[src/logic/awst_pkg.sv]
// package for the area wait and sdram timing block: register map,
// field positions, reset values, request types and decode functions.
// assumes a 32-bit apb register bus and one 250 MHz bus clock.
package awst_pkg;

   // register byte offsets on the apb bus
   localparam logic [7:0] WAIT_CTRL_OFFSET = 8'h00;
   localparam logic [7:0] SDRAM_CTRL_OFFSET = 8'h04;
   localparam logic [7:0] STATUS_OFFSET = 8'h08;

   // reset values
   localparam logic [15:0] WAIT_CTRL_RESET = 16'hFFFF;
   localparam logic [15:0] SDRAM_CTRL_RESET = 16'h0000;

   // field positions in area_wait_control_two
   localparam int AREA4_WAIT_LSB = 7;
   localparam int AREA0_WAIT_LSB = 0;
   // field positions in sdram_timing_control
   localparam int PRECHARGE_LSB = 14;
   localparam int ROW_COL_LSB = 12;

   // timer counter width; largest count is 11 cycles
   localparam int CNT_W = 4;

   typedef enum logic [1:0] {
      MEM_AREA4,
      MEM_AREA0_FIRST,
      MEM_AREA0_BURST
   } awst_mem_kind_type;

   typedef enum logic [1:0] {
      GAP_ROW_TO_COL,
      GAP_PRE_NORMAL,
      GAP_PRE_AFTER_PRECHARGE,
      GAP_PRE_AFTER_SELF_REFRESH
   } awst_gap_kind_type;

   typedef struct packed {
      logic valid;
      awst_mem_kind_type kind;
   } awst_mem_req_type;

   typedef struct packed {
      logic valid;
      awst_gap_kind_type kind;
   } awst_gap_req_type;

   // inserted wait states for a first cycle, codes 000..111
   function automatic logic [CNT_W-1:0] wait_states(input logic [2:0] code);
      case (code)
         3'h0: wait_states = 4'h0;
         3'h1: wait_states = 4'h1;
         3'h2: wait_states = 4'h2;
         3'h3: wait_states = 4'h3;
         3'h4: wait_states = 4'h4;
         3'h5: wait_states = 4'h6;
         3'h6: wait_states = 4'h8;
         default: wait_states = 4'hA;
      endcase
   endfunction : wait_states

   // states per burst transfer after the first, codes 000..111
   function automatic logic [CNT_W-1:0] burst_states(input logic [2:0] code);
      case (code)
         3'h0: burst_states = 4'h2;
         3'h1: burst_states = 4'h2;
         3'h2: burst_states = 4'h3;
         3'h3: burst_states = 4'h4;
         3'h4: burst_states = 4'h4;
         3'h5: burst_states = 4'h6;
         3'h6: burst_states = 4'h8;
         default: burst_states = 4'hA;
      endcase
   endfunction : burst_states

endpackage : awst_pkg

[src/logic/awst_cycle_timer.sv]
// down-counter that times one access or one sdram gap in bus cycles.
// assumes waitIn is already synchronised to clk.
module awst_cycle_timer #(
   parameter int CNT_W = 4
) (
   input wire logic clk, // bus clock
   input wire logic srst, // power-on reset
   input wire logic clear, // manual reset, aborts a running count
   input wire logic start, // one-cycle start, ignored while busy
   input wire logic [CNT_W-1:0] load, // cycles to count
   input wire logic honourWait, // stretch on waitIn at the end
   input wire logic waitIn, // synchronised external wait
   output logic busy, // count in progress
   output logic done // one-cycle pulse at the end
);

   typedef struct packed {
      logic busy;
      logic done;
      logic honour;
      logic [CNT_W-1:0] count;
   } awst_timer_state_type;

   awst_timer_state_type state;
   awst_timer_state_type next_state;

   // count down to one, then hold while wait is honoured and asserted
   always_comb begin
      next_state = state;
      next_state.done = 1'b0;
      if (clear) begin
         next_state.busy = 1'b0;
      end else if (!state.busy) begin
         if (start) begin
            next_state.busy = 1'b1;
            next_state.count = load;
            next_state.honour = honourWait;
         end
      end else if (state.count > {{(CNT_W-1){1'b0}}, 1'b1}) begin
         next_state.count = state.count - {{(CNT_W-1){1'b0}}, 1'b1};
      end else if (!(state.honour && waitIn)) begin
         next_state.busy = 1'b0;
         next_state.done = 1'b1;
      end
   end

   // state register
   always_ff @(posedge clk) begin
      if (srst) begin
         state <= '0;
      end else begin
         state <= next_state;
      end
   end

   assign busy = state.busy;
   assign done = state.done;

endmodule : awst_cycle_timer

[src/logic/awst_timing_ctrl.sv]
// wait-state and sdram gap timing for the bus state controller, with
// its two control registers and a status register on apb.
// assumes apb master and request sources on clk; waitPin is asynchronous.
//
// Operation
// - area 4 codes 000..111 insert 0,1,2,3,4,6,8,10 waits; wait pin off at 000
// - area 0 first cycle same wait table; wait pin ignored only at 000
// - 16-bit read/write sdram timing control register for areas 2 and 3
// - power-on reset clears sdram timing control to zero
// - manual reset and standby leave sdram timing control unchanged
// - precharge field gives 1 to 4 cycles before next bank-active, 1 to 3 after precharge, 2 to 11 after self-refresh
// - row-to-column field gives 1 to 4 cycles before read or write
module awst_timing_ctrl (
   input wire logic clk, // 250 MHz bus clock
   input wire logic srst, // power-on reset, synchronous, high
   input wire logic manualReset, // manual reset, same clock domain
   input wire logic standby, // standby mode, blocks new requests
   // apb slave
   input wire logic psel, // apb select
   input wire logic penable, // apb enable
   input wire logic pwrite, // apb direction
   input wire logic [7:0] paddr, // apb byte address
   input wire logic [31:0] pwdata, // apb write data
   input wire logic [3:0] pstrb, // apb byte strobes
   output logic [31:0] prdata, // apb read data
   output logic pready, // apb ready
   output logic pslverr, // apb error, unmapped address
   // ordinary memory access timing
   input wire awst_pkg::awst_mem_req_type memReq, // access start request
   input wire logic waitPin, // external wait, asynchronous
   output logic memBusy, // access being timed
   output logic memDone, // one-cycle pulse, access may end
   // sdram gap timing
   input wire awst_pkg::awst_gap_req_type gapReq, // gap start request
   output logic gapBusy, // gap being timed
   output logic gapDone, // one-cycle pulse, next command allowed
   // register contents for the rest of the controller
   output logic [15:0] waitCtrl, // area_wait_control_two
   output logic [15:0] sdramCtrl // sdram_timing_control
);

   typedef struct packed {
      logic [31:0] prdata;
      logic pready;
      logic pslverr;
      logic [15:0] waitCtrl;
      logic [15:0] sdramCtrl;
      logic waitMeta;
      logic waitSync;
   } awst_main_state_type;

   awst_main_state_type state;
   awst_main_state_type next_state;

   logic setupPhase;
   logic accessDone;
   logic mapped;
   logic [31:0] readValue;
   logic [2:0] area4Code;
   logic [2:0] area0Code;
   logic [1:0] prechargeCode;
   logic [1:0] rowColCode;
   logic memStart;
   logic [awst_pkg::CNT_W-1:0] memLoad;
   logic memHonour;
   logic gapStart;
   logic [awst_pkg::CNT_W-1:0] gapLoad;

   // apb phases; the answer comes in the first access cycle
   assign setupPhase = psel && !penable;
   assign accessDone = psel && penable && state.pready;
   assign area4Code = state.waitCtrl[awst_pkg::AREA4_WAIT_LSB +: 3];
   assign area0Code = state.waitCtrl[awst_pkg::AREA0_WAIT_LSB +: 3];
   assign prechargeCode = state.sdramCtrl[awst_pkg::PRECHARGE_LSB +: 2];
   assign rowColCode = state.sdramCtrl[awst_pkg::ROW_COL_LSB +: 2];

   // address decode and read mux
   always_comb begin
      mapped = 1'b1;
      readValue = 32'h00000000;
      case (paddr)
         awst_pkg::WAIT_CTRL_OFFSET: begin
            readValue = {16'h0000, state.waitCtrl};
         end
         awst_pkg::SDRAM_CTRL_OFFSET: begin
            readValue = {16'h0000, state.sdramCtrl};
         end
         awst_pkg::STATUS_OFFSET: begin
            readValue = {29'h00000000, gapBusy, memBusy, state.waitSync};
         end
         default: begin
            mapped = 1'b0;
         end
      endcase
   end

   // register state, apb answer and wait pin synchroniser
   always_comb begin
      next_state = state;
      // two flops; only the second one feeds the timers
      next_state.waitMeta = waitPin;
      next_state.waitSync = state.waitMeta;
      next_state.pready = setupPhase && !state.pready;
      if (setupPhase && !state.pready) begin
         next_state.pslverr = !mapped;
         next_state.prdata = pwrite ? 32'h00000000 : readValue;
      end
      if (accessDone && pwrite && mapped) begin
         // byte lanes 0 and 1 hold the 16-bit registers
         if (paddr == awst_pkg::WAIT_CTRL_OFFSET) begin
            if (pstrb[0]) begin
               next_state.waitCtrl[7:0] = pwdata[7:0];
            end
            if (pstrb[1]) begin
               next_state.waitCtrl[15:8] = pwdata[15:8];
            end
         end
         // no field protection: whole-register rewrites are software's job
         if (paddr == awst_pkg::SDRAM_CTRL_OFFSET) begin
            if (pstrb[0]) begin
               next_state.sdramCtrl[7:0] = pwdata[7:0];
            end
            if (pstrb[1]) begin
               next_state.sdramCtrl[15:8] = pwdata[15:8];
            end
         end
      end
      // manual reset restores wait control but keeps sdram timing
      if (manualReset) begin
         next_state.waitCtrl = awst_pkg::WAIT_CTRL_RESET;
         next_state.pready = 1'b0;
         next_state.pslverr = 1'b0;
         next_state.prdata = 32'h00000000;
         next_state.sdramCtrl = state.sdramCtrl;
      end
   end

   // power-on reset is the only thing that clears sdram timing
   always_ff @(posedge clk) begin
      if (srst) begin
         state <= '0;
         state.waitCtrl <= awst_pkg::WAIT_CTRL_RESET;
         state.sdramCtrl <= awst_pkg::SDRAM_CTRL_RESET;
      end else begin
         state <= next_state;
      end
   end

   // ordinary memory: one base state plus inserted waits, or burst pitch
   always_comb begin
      memStart = memReq.valid && !standby;
      memLoad = 4'h1;
      memHonour = 1'b1;
      case (memReq.kind)
         awst_pkg::MEM_AREA4: begin
            memLoad = 4'h1 + awst_pkg::wait_states(area4Code);
            memHonour = (area4Code != 3'h0);
         end
         awst_pkg::MEM_AREA0_FIRST: begin
            memLoad = 4'h1 + awst_pkg::wait_states(area0Code);
            memHonour = (area0Code != 3'h0);
         end
         awst_pkg::MEM_AREA0_BURST: begin
            memLoad = awst_pkg::burst_states(area0Code);
            memHonour = 1'b1;
         end
         default: begin
            memLoad = 4'h1;
            memHonour = 1'b1;
         end
      endcase
   end

   // sdram gaps; a zero-cycle gap still costs the one-cycle handshake
   always_comb begin
      gapStart = gapReq.valid && !standby;
      gapLoad = 4'h1;
      case (gapReq.kind)
         awst_pkg::GAP_ROW_TO_COL: begin
            gapLoad = {2'h0, rowColCode} + 4'h1;
         end
         awst_pkg::GAP_PRE_NORMAL: begin
            gapLoad = {2'h0, prechargeCode} + 4'h1;
         end
         awst_pkg::GAP_PRE_AFTER_PRECHARGE: begin
            gapLoad = {2'h0, prechargeCode};
         end
         awst_pkg::GAP_PRE_AFTER_SELF_REFRESH: begin
            gapLoad = 4'h2 + 4'(3 * prechargeCode);
         end
         default: begin
            gapLoad = 4'h1;
         end
      endcase
   end

   // memory access timer, stretched by the synchronised wait pin
   awst_cycle_timer #(
      .CNT_W(awst_pkg::CNT_W)
   ) memTimer (
      .clk(clk),
      .srst(srst),
      .clear(manualReset),
      .start(memStart),
      .load(memLoad),
      .honourWait(memHonour),
      .waitIn(state.waitSync),
      .busy(memBusy),
      .done(memDone)
   );

   // sdram gap timer; sdram commands never look at the wait pin
   awst_cycle_timer #(
      .CNT_W(awst_pkg::CNT_W)
   ) gapTimer (
      .clk(clk),
      .srst(srst),
      .clear(manualReset),
      .start(gapStart),
      .load(gapLoad),
      .honourWait(1'b0),
      .waitIn(state.waitSync),
      .busy(gapBusy),
      .done(gapDone)
   );

   assign prdata = state.prdata;
   assign pready = state.pready;
   assign pslverr = state.pslverr;
   assign waitCtrl = state.waitCtrl;
   assign sdramCtrl = state.sdramCtrl;

endmodule : awst_timing_ctrl

[config.mk]
export PLATFORM = sky130hd
export DESIGN_NAME = awst_timing_ctrl
export DESIGN_NICKNAME = d
export VERILOG_FILES = /design/src/logic/awst_pkg.sv /design/src/logic/awst_cycle_timer.sv /design/src/logic/awst_timing_ctrl.sv
export SDC_FILE = /design/constraint.sdc
export NUM_CORES = 1
export LEC_CHECK = 0
export BUFFER_PORTS_ARGS = -buffer_cell sky130_fd_sc_hd__buf_2
export CORE_ASPECT_RATIO = 0.9
export CORE_MARGIN = 8
export CORE_UTILIZATION = 50
export DETAILED_ROUTE_END_ITERATION = 10
export GPL_ROUTABILITY_DRIVEN = 0
export MAX_ROUTING_LAYER = met4
export PLACE_DENSITY = 0.81
export SYNTH_ARGS = -nofsm -noshare
export SYNTH_HDL_FRONTEND = slang
export SYNTH_SLANG_ARGS = --single-unit
export TNS_END_PERCENT = 1
[constraint.sdc]
create_clock -name clk -period 2.4 [get_ports clk]
set_input_delay 0.48 -clock clk [delete_from_list [all_inputs] [get_ports clk]]
set_output_delay 0.48 -clock clk [all_outputs]
set_load 0.01 [all_outputs]
**After elaboration in Yosys (flattened, before gate mapping)**

Cells that the tools add are included.

- Register bits after elaboration: 81
- Output and inout bits: 70
- Word-level logic and storage cells: 109

- Add/subtract/negate cells: 7
- $mul: 1
- Magnitude comparators: 2
- Equality and inequality tests: 21
- Multiplexer cells: 24
- Bitwise logic cells: 3
- Reduce and logical (&&, ||, !) cells: 35

Operators with widths:

| operator | count |
|---|---|
| one-hot mux 4 bit (7 select lines) | 2 |
| one-hot mux 16 bit (3 select lines) | 1 |
| two-way mux 32 bit | 1 |
| two-way mux 4 bit | 8 |
| one-hot mux 4 bit (5 select lines) | 1 |
| == test 3 bit (second input constant) | 6 |
| one-hot mux 4 bit (4 select lines) | 1 |
| AND reduction 3 bit | 5 |
| == test 3 x 2 -> 1 bit (second input constant) | 4 |
| one-hot mux 4 bit (3 select lines) | 1 |
| logical AND 1 bit | 9 |
| adder 1 x 4 -> 4 bit (first input constant) | 2 |
| == test 8 x 3 -> 1 bit (second input constant) | 1 |
| == test 8 x 4 -> 1 bit (second input constant) | 1 |
| > comparator 4 x 1 -> 1 bit (second input constant) | 2 |
| logical NOT 8 bit | 1 |
| AND reduction 4 bit | 2 |
| OR reduction 4 bit | 2 |
| subtractor 4 x 1 -> 4 bit (second input constant) | 2 |
| adder 2 x 1 -> 3 bit (second input constant) | 2 |
| == test 2 bit (second input constant) | 3 |
| == test 3 x 1 -> 1 bit (second input constant) | 2 |
| logical NOT 3 bit | 2 |
| two-way mux 2 bit | 3 |
| other kinds (13) | 29 |

**Depth between registers and ports, before layout**

Gate-level depths: netlist of run 1.

- Depth after elaboration: 7
- Depth in mapped cells: 9
- Depth with buffers taken out: 8

**By module**

A second synthesis of run 1 with hierarchy kept.

- Cell total of the unflattened synthesis: 440
- Area total of the unflattened synthesis: 4047.6 um^2

By module, submodules not included:

| module | instances | cells an instance | area an instance (um^2) | sequential area each (um^2) |
|---|---|---|---|---|
| awst_timing_ctrl | 1 | 342 | 3229.3 | 1041.0 |
| awst_cycle_timer | 2 | 49 | 409.1 | 140.1 |

**Worst setup path before layout of run 1**

Ideal clock, no wire load.

- Path type: reg-to-reg
- Start point: register, netlist name waitCtrl[2]
- End point: register memTimer.state[1] (netlist bit)
- Library setup time: 132 ps
- Arrival: 1929 ps
- Data required time: 2268 ps
- Slack: 338 ps
- Stages on the path, launching flop included: 10
- Cell sequence: dfxtp_1 -> clkbuf_1 -> mux2_2 -> nand2_1 -> o21ai_0 -> ha_1 -> nor2b_1 -> a311oi_1 -> a221o_1 -> a21oi_1

- Longest elaborated chain between the ends: 7

Ends and longest elaborated chain:

| element | line | text |
|---|---|---|
| == test 3 bit, or another cell as far along | awst_pkg.sv:50, awst_pkg.sv:64 |  |
| one-hot mux 4 bit (7 select lines) | awst_pkg.sv:50 | `case (code)` |
| two-way mux 4 bit | awst_timing_ctrl.sv:154 | `case (memReq.kind)` |
| adder 1 x 4 -> 4 bit | awst_timing_ctrl.sv:160 | `memLoad = 4'h1 + awst_pkg::wait_states(area0Code);` |
| one-hot mux 4 bit (3 select lines) (*) | awst_timing_ctrl.sv:154 |  |
| two-way mux 4 bit (*) | awst_cycle_timer.sv:34 | `if (start) begin` |
| two-way mux 4 bit (*) | awst_cycle_timer.sv:33 | `end else if (!state.busy) begin` |
| end signal, assigned | awst_cycle_timer.sv:52 | `state <= next_state;` |
| end, declared | awst_cycle_timer.sv:24 | `awst_timer_state_type state;` |

Every way passes the cells marked *; elsewhere a longest branch is shown, timed or not. The select of a mux whose other input is x is not followed.
A chain may end at the register's enable or synchronous reset.

**Worst setup path after layout of run 1**

- Start point: register, netlist name waitCtrl[0]
- End point: register memTimer.state[1] (netlist bit)

- Longest elaborated chain between the ends: 7

Ends and longest elaborated chain:

| element | line |
|---|---|
| == test 3 bit, or another cell as far along | awst_pkg.sv:50, awst_pkg.sv:64 |
| one-hot mux 4 bit (7 select lines) | awst_pkg.sv:50 |
| two-way mux 4 bit | awst_timing_ctrl.sv:154 |
| adder 1 x 4 -> 4 bit | awst_timing_ctrl.sv:160 |
| one-hot mux 4 bit (3 select lines) (*) | awst_timing_ctrl.sv:154 |
| two-way mux 4 bit (*) | awst_cycle_timer.sv:34 |
| two-way mux 4 bit (*) | awst_cycle_timer.sv:33 |

Marks and branches as above.

==> qor.yml, run 1 <==
setup_path:
  reg2reg_from: "waitCtrl[0]$_SDFFE_PP1P_"
  cp_max_fo: 9
  cp.arrival_ns: 2.07
  cp-start-kind: "flop"
  path_class: "flop to flop"
  r2r_end: "memTimer.state[1]$_SDFFE_PP0P_"
  reg2reg_slack_ns: 0.54
  end_kind: "flop"
  reg2reg_depth: 8
  cp.required_ns: 2.61
yosys:
  synth.area.top_cells: "dfxtp_1 (37%), mux2i_1 (5.7%), nand4b_1 (4.8%)"
  yosysTopAreaCell: "dfxtp_1"
  synth_cells: 398
  async_flop_share_pct: 0
  postSynthAreaPerCell_um2: 8.77
  yosysSeqAreaShare_pct: 37.3
  synthFlopType: "dfxtp_1"
  ys_types: 60
  synth_seq_cells: 65
  synth_edf_count: 0
  yosysTopAreaCellShare_pct: 37.3
  yosysWarnings: 0
  mappedNetlistArea_um2: 3490
place:
  postPlaceCellArea_um2: 3960
  dp_cells: 564
  portBuffers: 93
  dp.final_hpwl_um: 7270
route:
  wl_per_cell_um: 17.3
  firstDrtPassIters: 5
  vias_per_cell: 5.87
  wirelength_um: 10000
  drt-initial-drc-count: 241
  vias: 3407
  drc: 0
  ant_nets: 0
clock_tree:
  max-clock-path-buffers: 2
  numCtsBuffers: 9
  worst_setup_hold_path_clk_slew_ns: 0.08
  clock_latency_ns: 0.34
  root_buffer: "clkbuf_8"
  ctsHtreeMaxLevel: 3
  cts_tree: "built"
  postCtsHoldBufs: 0
  cts-resized-gates: 0
  cts_sinks: 65
  postCtsSetupBuffers: 0
die:
  fp.dieH_um: 95.3
  core_area_um2: 6890
  start_util_pct: 50.6
  die_w_um: 104
  dieArea_um2: 9910
  rows: 29
  boundaryPins: 128
timing:
  finalCritPeriodShare_pct: 77.3
  setup_violations: 0
  slew_headroom_pct: 42.1
  worstMarginPinSlew_ns: 0.865
  clock_skew_ns: 0.0116
  finalSetupTns_ns: 0
  final_max_slew_viol_count: 0
  fin_crit_ns: 1.86
  fmax_mhz: 539
  finalHoldViolCount: 0
  rsz0062_at_grt: "no"
cells_and_area:
  layout.cells.non_filler: 580
  drive_gt1_share_pct: 29.0
  final_nets: 547
  n_antenna_cell: 0
  fin_area_um2: 4160
  mostFrequentLayoutCell: "buf_2"
  area_growth_pct: 19.2
  layout_common_cells: "buf_2 (93), dfxtp_1 (65), o21ai_0 (29)"
hold_path:
  min-delay-start: "waitPin"
  hold_class: "input pin to flop"
  min_path_cells: 2
  holdPathEnd: "next_state[0]$_SDFF_PP0_"
power:
  peakVddDrop_v: 0.000276
  leakage_nw: 1.71
  powerDensity_nw_per_um2: 548
grt:
  grt_pass1_wl_um: 16600
  grt_pass1_vias: 3376
  grt_max_degree: 46
  gr-total-overflow: 0
  antenna_found_initial: 0
  grt_usage_pct: 21.0
outcome:
  outcome: "finished clean"
run:
  maxCapViolations: 0
-- cell usage after synthesis (2+ instances only) --
cell	instances
a211o_1	2
a22oi_1	2
buf_1	3
nor3b_1	2
nor2_1	13
and4b_1	2
nor3_1	7
inv_1	10
a22o_1	3
clkinv_1	2
nor2b_1	10
nand4_1	16
a21oi_1	23
nand2b_1	9
nand2_1	22
o21ai_2	10
nand3_1	22
nand4b_1	19
dfxtp_1	65
ha_1	7
mux2i_1	20
buf_4	17
a221o_1	3
buf_2	9
mux2_2	3
o31ai_1	18
or3_1	3
o21ai_0	29
clkbuf_1	16
-- where the power goes --
part           internal (mW)  switching, mW  total [mW]
clock                  0.490          0.458       0.948
combinational         0.0880          0.144       0.232
sequential              1.09        0.00987        1.10
total                   1.67          0.612        2.28
-- layout make-up --
cell class	count	area, um^2
repair buffers	105	556
multi-input cells	289	1940
fillers	616	2730
clock inverters	7	78.8
flip-flops and latches	65	1300
well taps	93	116
inverters	12	45.0
clock buffers	9	124
-- registers in the layout (all words and copies together), names as in the netlist, 4 cells and up --
signal	cells
prdata	16
sdramCtrl	16
waitCtrl	16
memTimer.state	5
gapTimer.state	4
-- worst max-delay path by stage --
stage	startpoint	end	slack, ns
floorplan	waitCtrl[2]$_SDFFE_PP1P_	memTimer.state[1]$_SDFFE_PP0P_	0.34
global placement	manualReset	prdata[9]$_SDFFE_PP0P_	0.29
detailed placement	manualReset	prdata[10]$_SDFFE_PP0P_	0.24
CTS	waitCtrl[0]$_SDFFE_PP1P_	memTimer.state[1]$_SDFFE_PP0P_	0.56
global route	gapTimer.state[0]$_SDFFE_PP0P_	gapTimer.state[0]$_SDFFE_PP0P_	0.40
finish	waitCtrl[0]$_SDFFE_PP1P_	memTimer.state[1]$_SDFFE_PP0P_	0.54
-- cells by family after synthesis --
| family | Yosys count | share of synthesized area [%] |
|---|---|---|
| XOR/XNOR | 1 | 0.251 |
| flip-flops | 65 | 37.3 |
| buffers and inverters | 59 | 8.75 |
| other | 1 | 0.107 |
| AO/OA/AOI/OAI | 103 | 19.8 |
| multiplexers | 23 | 6.70 |
| adder cells (fa/ha/maj) | 7 | 2.51 |
| AND/OR/NAND/NOR | 139 | 24.6 |
-- stage by stage --
stage          utilization (%)  total power [mW]  setup WS (ns)  hold slack (ns)
5_1_grt                   60.3              2.39          0.404            0.364
6_report                  60.3              2.28          0.544            0.354
3_3_place_gp              57.4              1.34          0.287            0.422
2_1_floorplan                -              1.29          0.338            0.414
3_5_place_dp              57.4              1.35          0.240            0.438
4_1_cts                   60.3              2.30          0.560            0.347
-- worst max-delay path, cell delays in order (launching register included) --
cell and delay, ns:
dfxtp_1 0.40, mux2_2 0.30, nand2_1 0.06, o21ai_0 0.09, ha_1 0.30, nor2b_1 0.13
a311oi_1 0.24, a221o_1 0.15, a21oi_1 0.06
-- layer usage --
metal / vias up / routed length [um] / GRT usage (%)
li1: 1616 / - / -
met3: 41 / 792 / 4.73
met4: 0 / 424 / 11.8
met5: - / 0 / -
met2: 175 / 4650 / 32.0
met1: 1575 / 4160 / 25.4
Power figures use the tool's default switching activity.
==> inputs of run 2 (changes only) <==
- ABC_AREA: default -> 1
- CORE_UTILIZATION: 50 -> 45
- PLACE_DENSITY: 0.81 -> 0.77
- clock period: 2.4 -> 1.7 ns (I/O delays scaled with it)
==> qor.yml, run 2 <==
route:
  firstDrtPassIters: 6  # +1
  met2_length_um: 4500  # -3.4%
  vias_per_cell: 4.89  # -17%
  ant_nets: 0  # unchanged
  wirelength_um: 9860  # -1.7%
  drc: 0  # unchanged
  wl_per_cell_um: 13.6  # -22%
  drt-initial-drc-count: 198  # -18%
  met1_length_um: 4270  # +2.7%
  highest_layer: "met4"
  vias: 3554  # +4.3%
  dr_wl_met3_um: 936  # +18%
timing:
  fmax_mhz: 634  # +18%
  clock_skew_ns: 0.00683  # -0.00479 ns
  finalHoldViolCount: 0  # unchanged
  fin_crit_ns: 1.58  # -0.279 ns
  final_max_slew_viol_count: 0  # unchanged
  finalCritPeriodShare_pct: 92.8  # +15 points
  worst_slack_ns: 0.123  # -0.421 ns
  setup_violations: 0  # unchanged
  finalSetupTns_ns: 0  # unchanged
  hold-worst-slack_ns: 0.203  # -0.151 ns
die:
  die_w_um: 109  # +4.7%
  fp.dieH_um: 99.7  # +4.6%
  rows: 30  # +3.4%
  boundaryPins: 128  # unchanged
  core_area_um2: 7540  # +9.4%
  start_util_pct: 46.4  # -4.2 points
  dieArea_um2: 10900  # +9.5%
yosys:
  synth.area.top_cells: "dfxtp_1 (37%), nand2_1 (16%), nand3_1 (9.4%)"
  yosysTopAreaCell: "dfxtp_1"
  synth_common_cells: "nand2_1 (152), nand3_1 (66), dfxtp_1 (65), nor2_1 (62), inv_1 (53)"
  mappedNetlistArea_um2: 3500  # +0.29%
  synth_cells: 522  # +31%
  yosysSeqAreaShare_pct: 37.2  # -0.11 points
  synth_edf_count: 0  # unchanged
  ys_types: 32  # -47%
  yosysTopAreaCellShare_pct: 37.2  # -0.11 points
  yosysWarnings: 0  # unchanged
  yosysMostFrequentCell: "nand2_1"
  async_flop_share_pct: 0  # unchanged
  synthFlopType: "dfxtp_1"
  postSynthAreaPerCell_um2: 6.70  # -24%
  synth_seq_cells: 65  # unchanged
grt:
  grt_pass1_wl_um: 16100  # -2.7%
  antenna_found_initial: 0  # unchanged
  grt_max_degree: 20  # -57%
  grt_pass1_vias: 3498  # +3.6%
  grt_usage_pct: 18.9  # -2.1 points
  gr-total-overflow: 0  # unchanged
cells_and_area:
  fin_util_pct: 57.2  # -3.1 points
  fillers: 759  # +23%
  final_nets: 691  # +26%
  register_area_um2: 1300  # +0.19%
  n_antenna_cell: 0  # unchanged
  multi_input_area_um2: 1830  # -5.4%
  drive_gt1_share_pct: 23.8  # -5.2 points
  layout.cells.non_filler: 727  # +25%
  fin_area_um2: 4320  # +3.8%
  layout_common_cells: "nand2_1 (152), buf_2 (93), nand3_1 (65)"
  mostFrequentLayoutCell: "nand2_1"
  area_growth_pct: 23.4
power:
  peakVddDrop_v: 0.000472  # +71%
  leakage_nw: 2.26  # +32%
  powerDensity_nw_per_um2: 776  # +42%
  design_power_total_mw: 3.35  # +47%
clock_tree:
  max-clock-path-buffers: 2  # unchanged
  root_buffer: "clkbuf_8"
  numCtsBuffers: 9  # unchanged
  worst_setup_hold_path_clk_slew_ns: 0.07  # about the same
  cts_sinks: 65  # unchanged
  postCtsSetupBuffers: 0  # unchanged
  postCtsHoldBufs: 0  # unchanged
  ctsHtreeMaxLevel: 3  # unchanged
  cts-resized-gates: 1  # +1
  clock_latency_ns: 0.34  # about the same
  cts_tree: "built"
place:
  postPlaceCellArea_um2: 4070  # +2.8%
  dp.final_hpwl_um: 7590  # +4.5%
  dp_cells: 711  # +26%
  dp_slack_ns: -0.0133  # -0.253 ns
  portBuffers: 93  # unchanged
setup_path:
  cp_max_fo: 6  # -3
  cp.arrival_ns: 1.81  # -0.26 ns
  reg2reg_slack_ns: 0.12  # -0.42 ns
  path_class: "flop to flop"
  r2r_end: "memTimer.state[1]$_SDFFE_PP0P_"
  cp.required_ns: 1.93  # -0.68 ns
  end_kind: "flop"
  reg2reg_from: "waitCtrl[9]$_SDFFE_PP1P_"
  cp-start-kind: "flop"
  reg2reg_depth: 8  # unchanged
hold_path:
  holdPathEnd: "next_state[0]$_SDFF_PP0_"
  min_path_cells: 3  # +1
  min-delay-start: "waitPin"
  hold_class: "input pin to flop"
outcome:
  outcome: "finished clean"
run:
  maxCapViolations: 0  # unchanged
## run 2: cell count changes after synthesis, sizes merged, moves of 15 or more
cell / previous run / this run
mux2i: 20 / 0
nand3: 22 / 69
o21ai: 39 / 20
o31ai: 18 / 0
inv: 10 / 57
nand4b: 19 / 0
nor2: 13 / 69
nand2: 22 / 154
nand4: 16 / 1
## run 2: final cells by class
class	count	share of cell area (%)
well taps	96	2.78
clock buffers	11	3.51
repair buffers	111	14.2
multi-input cells	381	42.5
flip-flops and latches	65	30.2
clock inverters	5	1.80
inverters	58	5.04
## run 2: power by group
group	switching, mW	total, mW	leakage [nW]	internal [mW]
combinational	0.191	0.295	1.62	0.103
sequential	0.0172	1.56	0.526	1.54
clock	0.598	1.50	0.115	0.900
total	0.806	3.35	2.26	2.54
## run 2: cells by family (layout without fill, tap and decap cells)
| kind of cell | Yosys count | count (layout) | synth area share (%) |
|---|---|---|---|
| AOI/OAI and AO/OA | 57 | 57 | 8.62 |
| DFF | 65 | 65 | 37.2 |
| and+or+nand+nor | 298 | 298 | 38.4 |
| adders and majority gates | 7 | 7 | 2.50 |
| xor gates and xnor gates | 3 | 3 | 0.751 |
| buffers and inverters | 91 | 185 | 12.5 |
| other | 1 | 16 | 0.107 |
## run 2: metal layers
| metal | vias to the layer above | global-route usage [%] |
|---|---|---|
| met5 | - | - |
| met4 | 0 | 7.47 |
| met3 | 18 | 4.98 |
| met2 | 141 | 28.9 |
| met1 | 1573 | 23.1 |
| li1 | 1822 | - |
## run 2: worst max-delay path, cell delays in order (launching register included)
cell,delay (ns)
dfxtp_2,0.40
inv_1,0.08
o21ai_0,0.18
o21ai_0,0.11
ha_1,0.30
a21oi_1,0.15
a22oi_1,0.10
nor2_1,0.10
nor2_1,0.05
## run 2: worst max path at each step
| stage | startpoint | to | slack (ns) | depth (start not counted) |
|---|---|---|---|---|
| after global placement | memTimer.state[0]$_SDFFE_PP0P_ | memTimer.state[0]$_SDFFE_PP0P_ | 0.04 | 8 |
| after floorplan | waitCtrl[2]$_SDFFE_PP1P_ | memTimer.state[1]$_SDFFE_PP0P_ | 0.14 | 9 |
| final | waitCtrl[9]$_SDFFE_PP1P_ | memTimer.state[1]$_SDFFE_PP0P_ | 0.12 | 8 |
| after global routing | gapTimer.state[0]$_SDFFE_PP0P_ | gapTimer.state[3]$_SDFFE_PP0P_ | -0.002 | 8 |
| after detailed placement | memTimer.state[0]$_SDFFE_PP0P_ | memTimer.state[0]$_SDFFE_PP0P_ | -0.01 | 8 |
| after CTS | waitCtrl[9]$_SDFFE_PP1P_ | memTimer.state[1]$_SDFFE_PP0P_ | 0.02 | 8 |
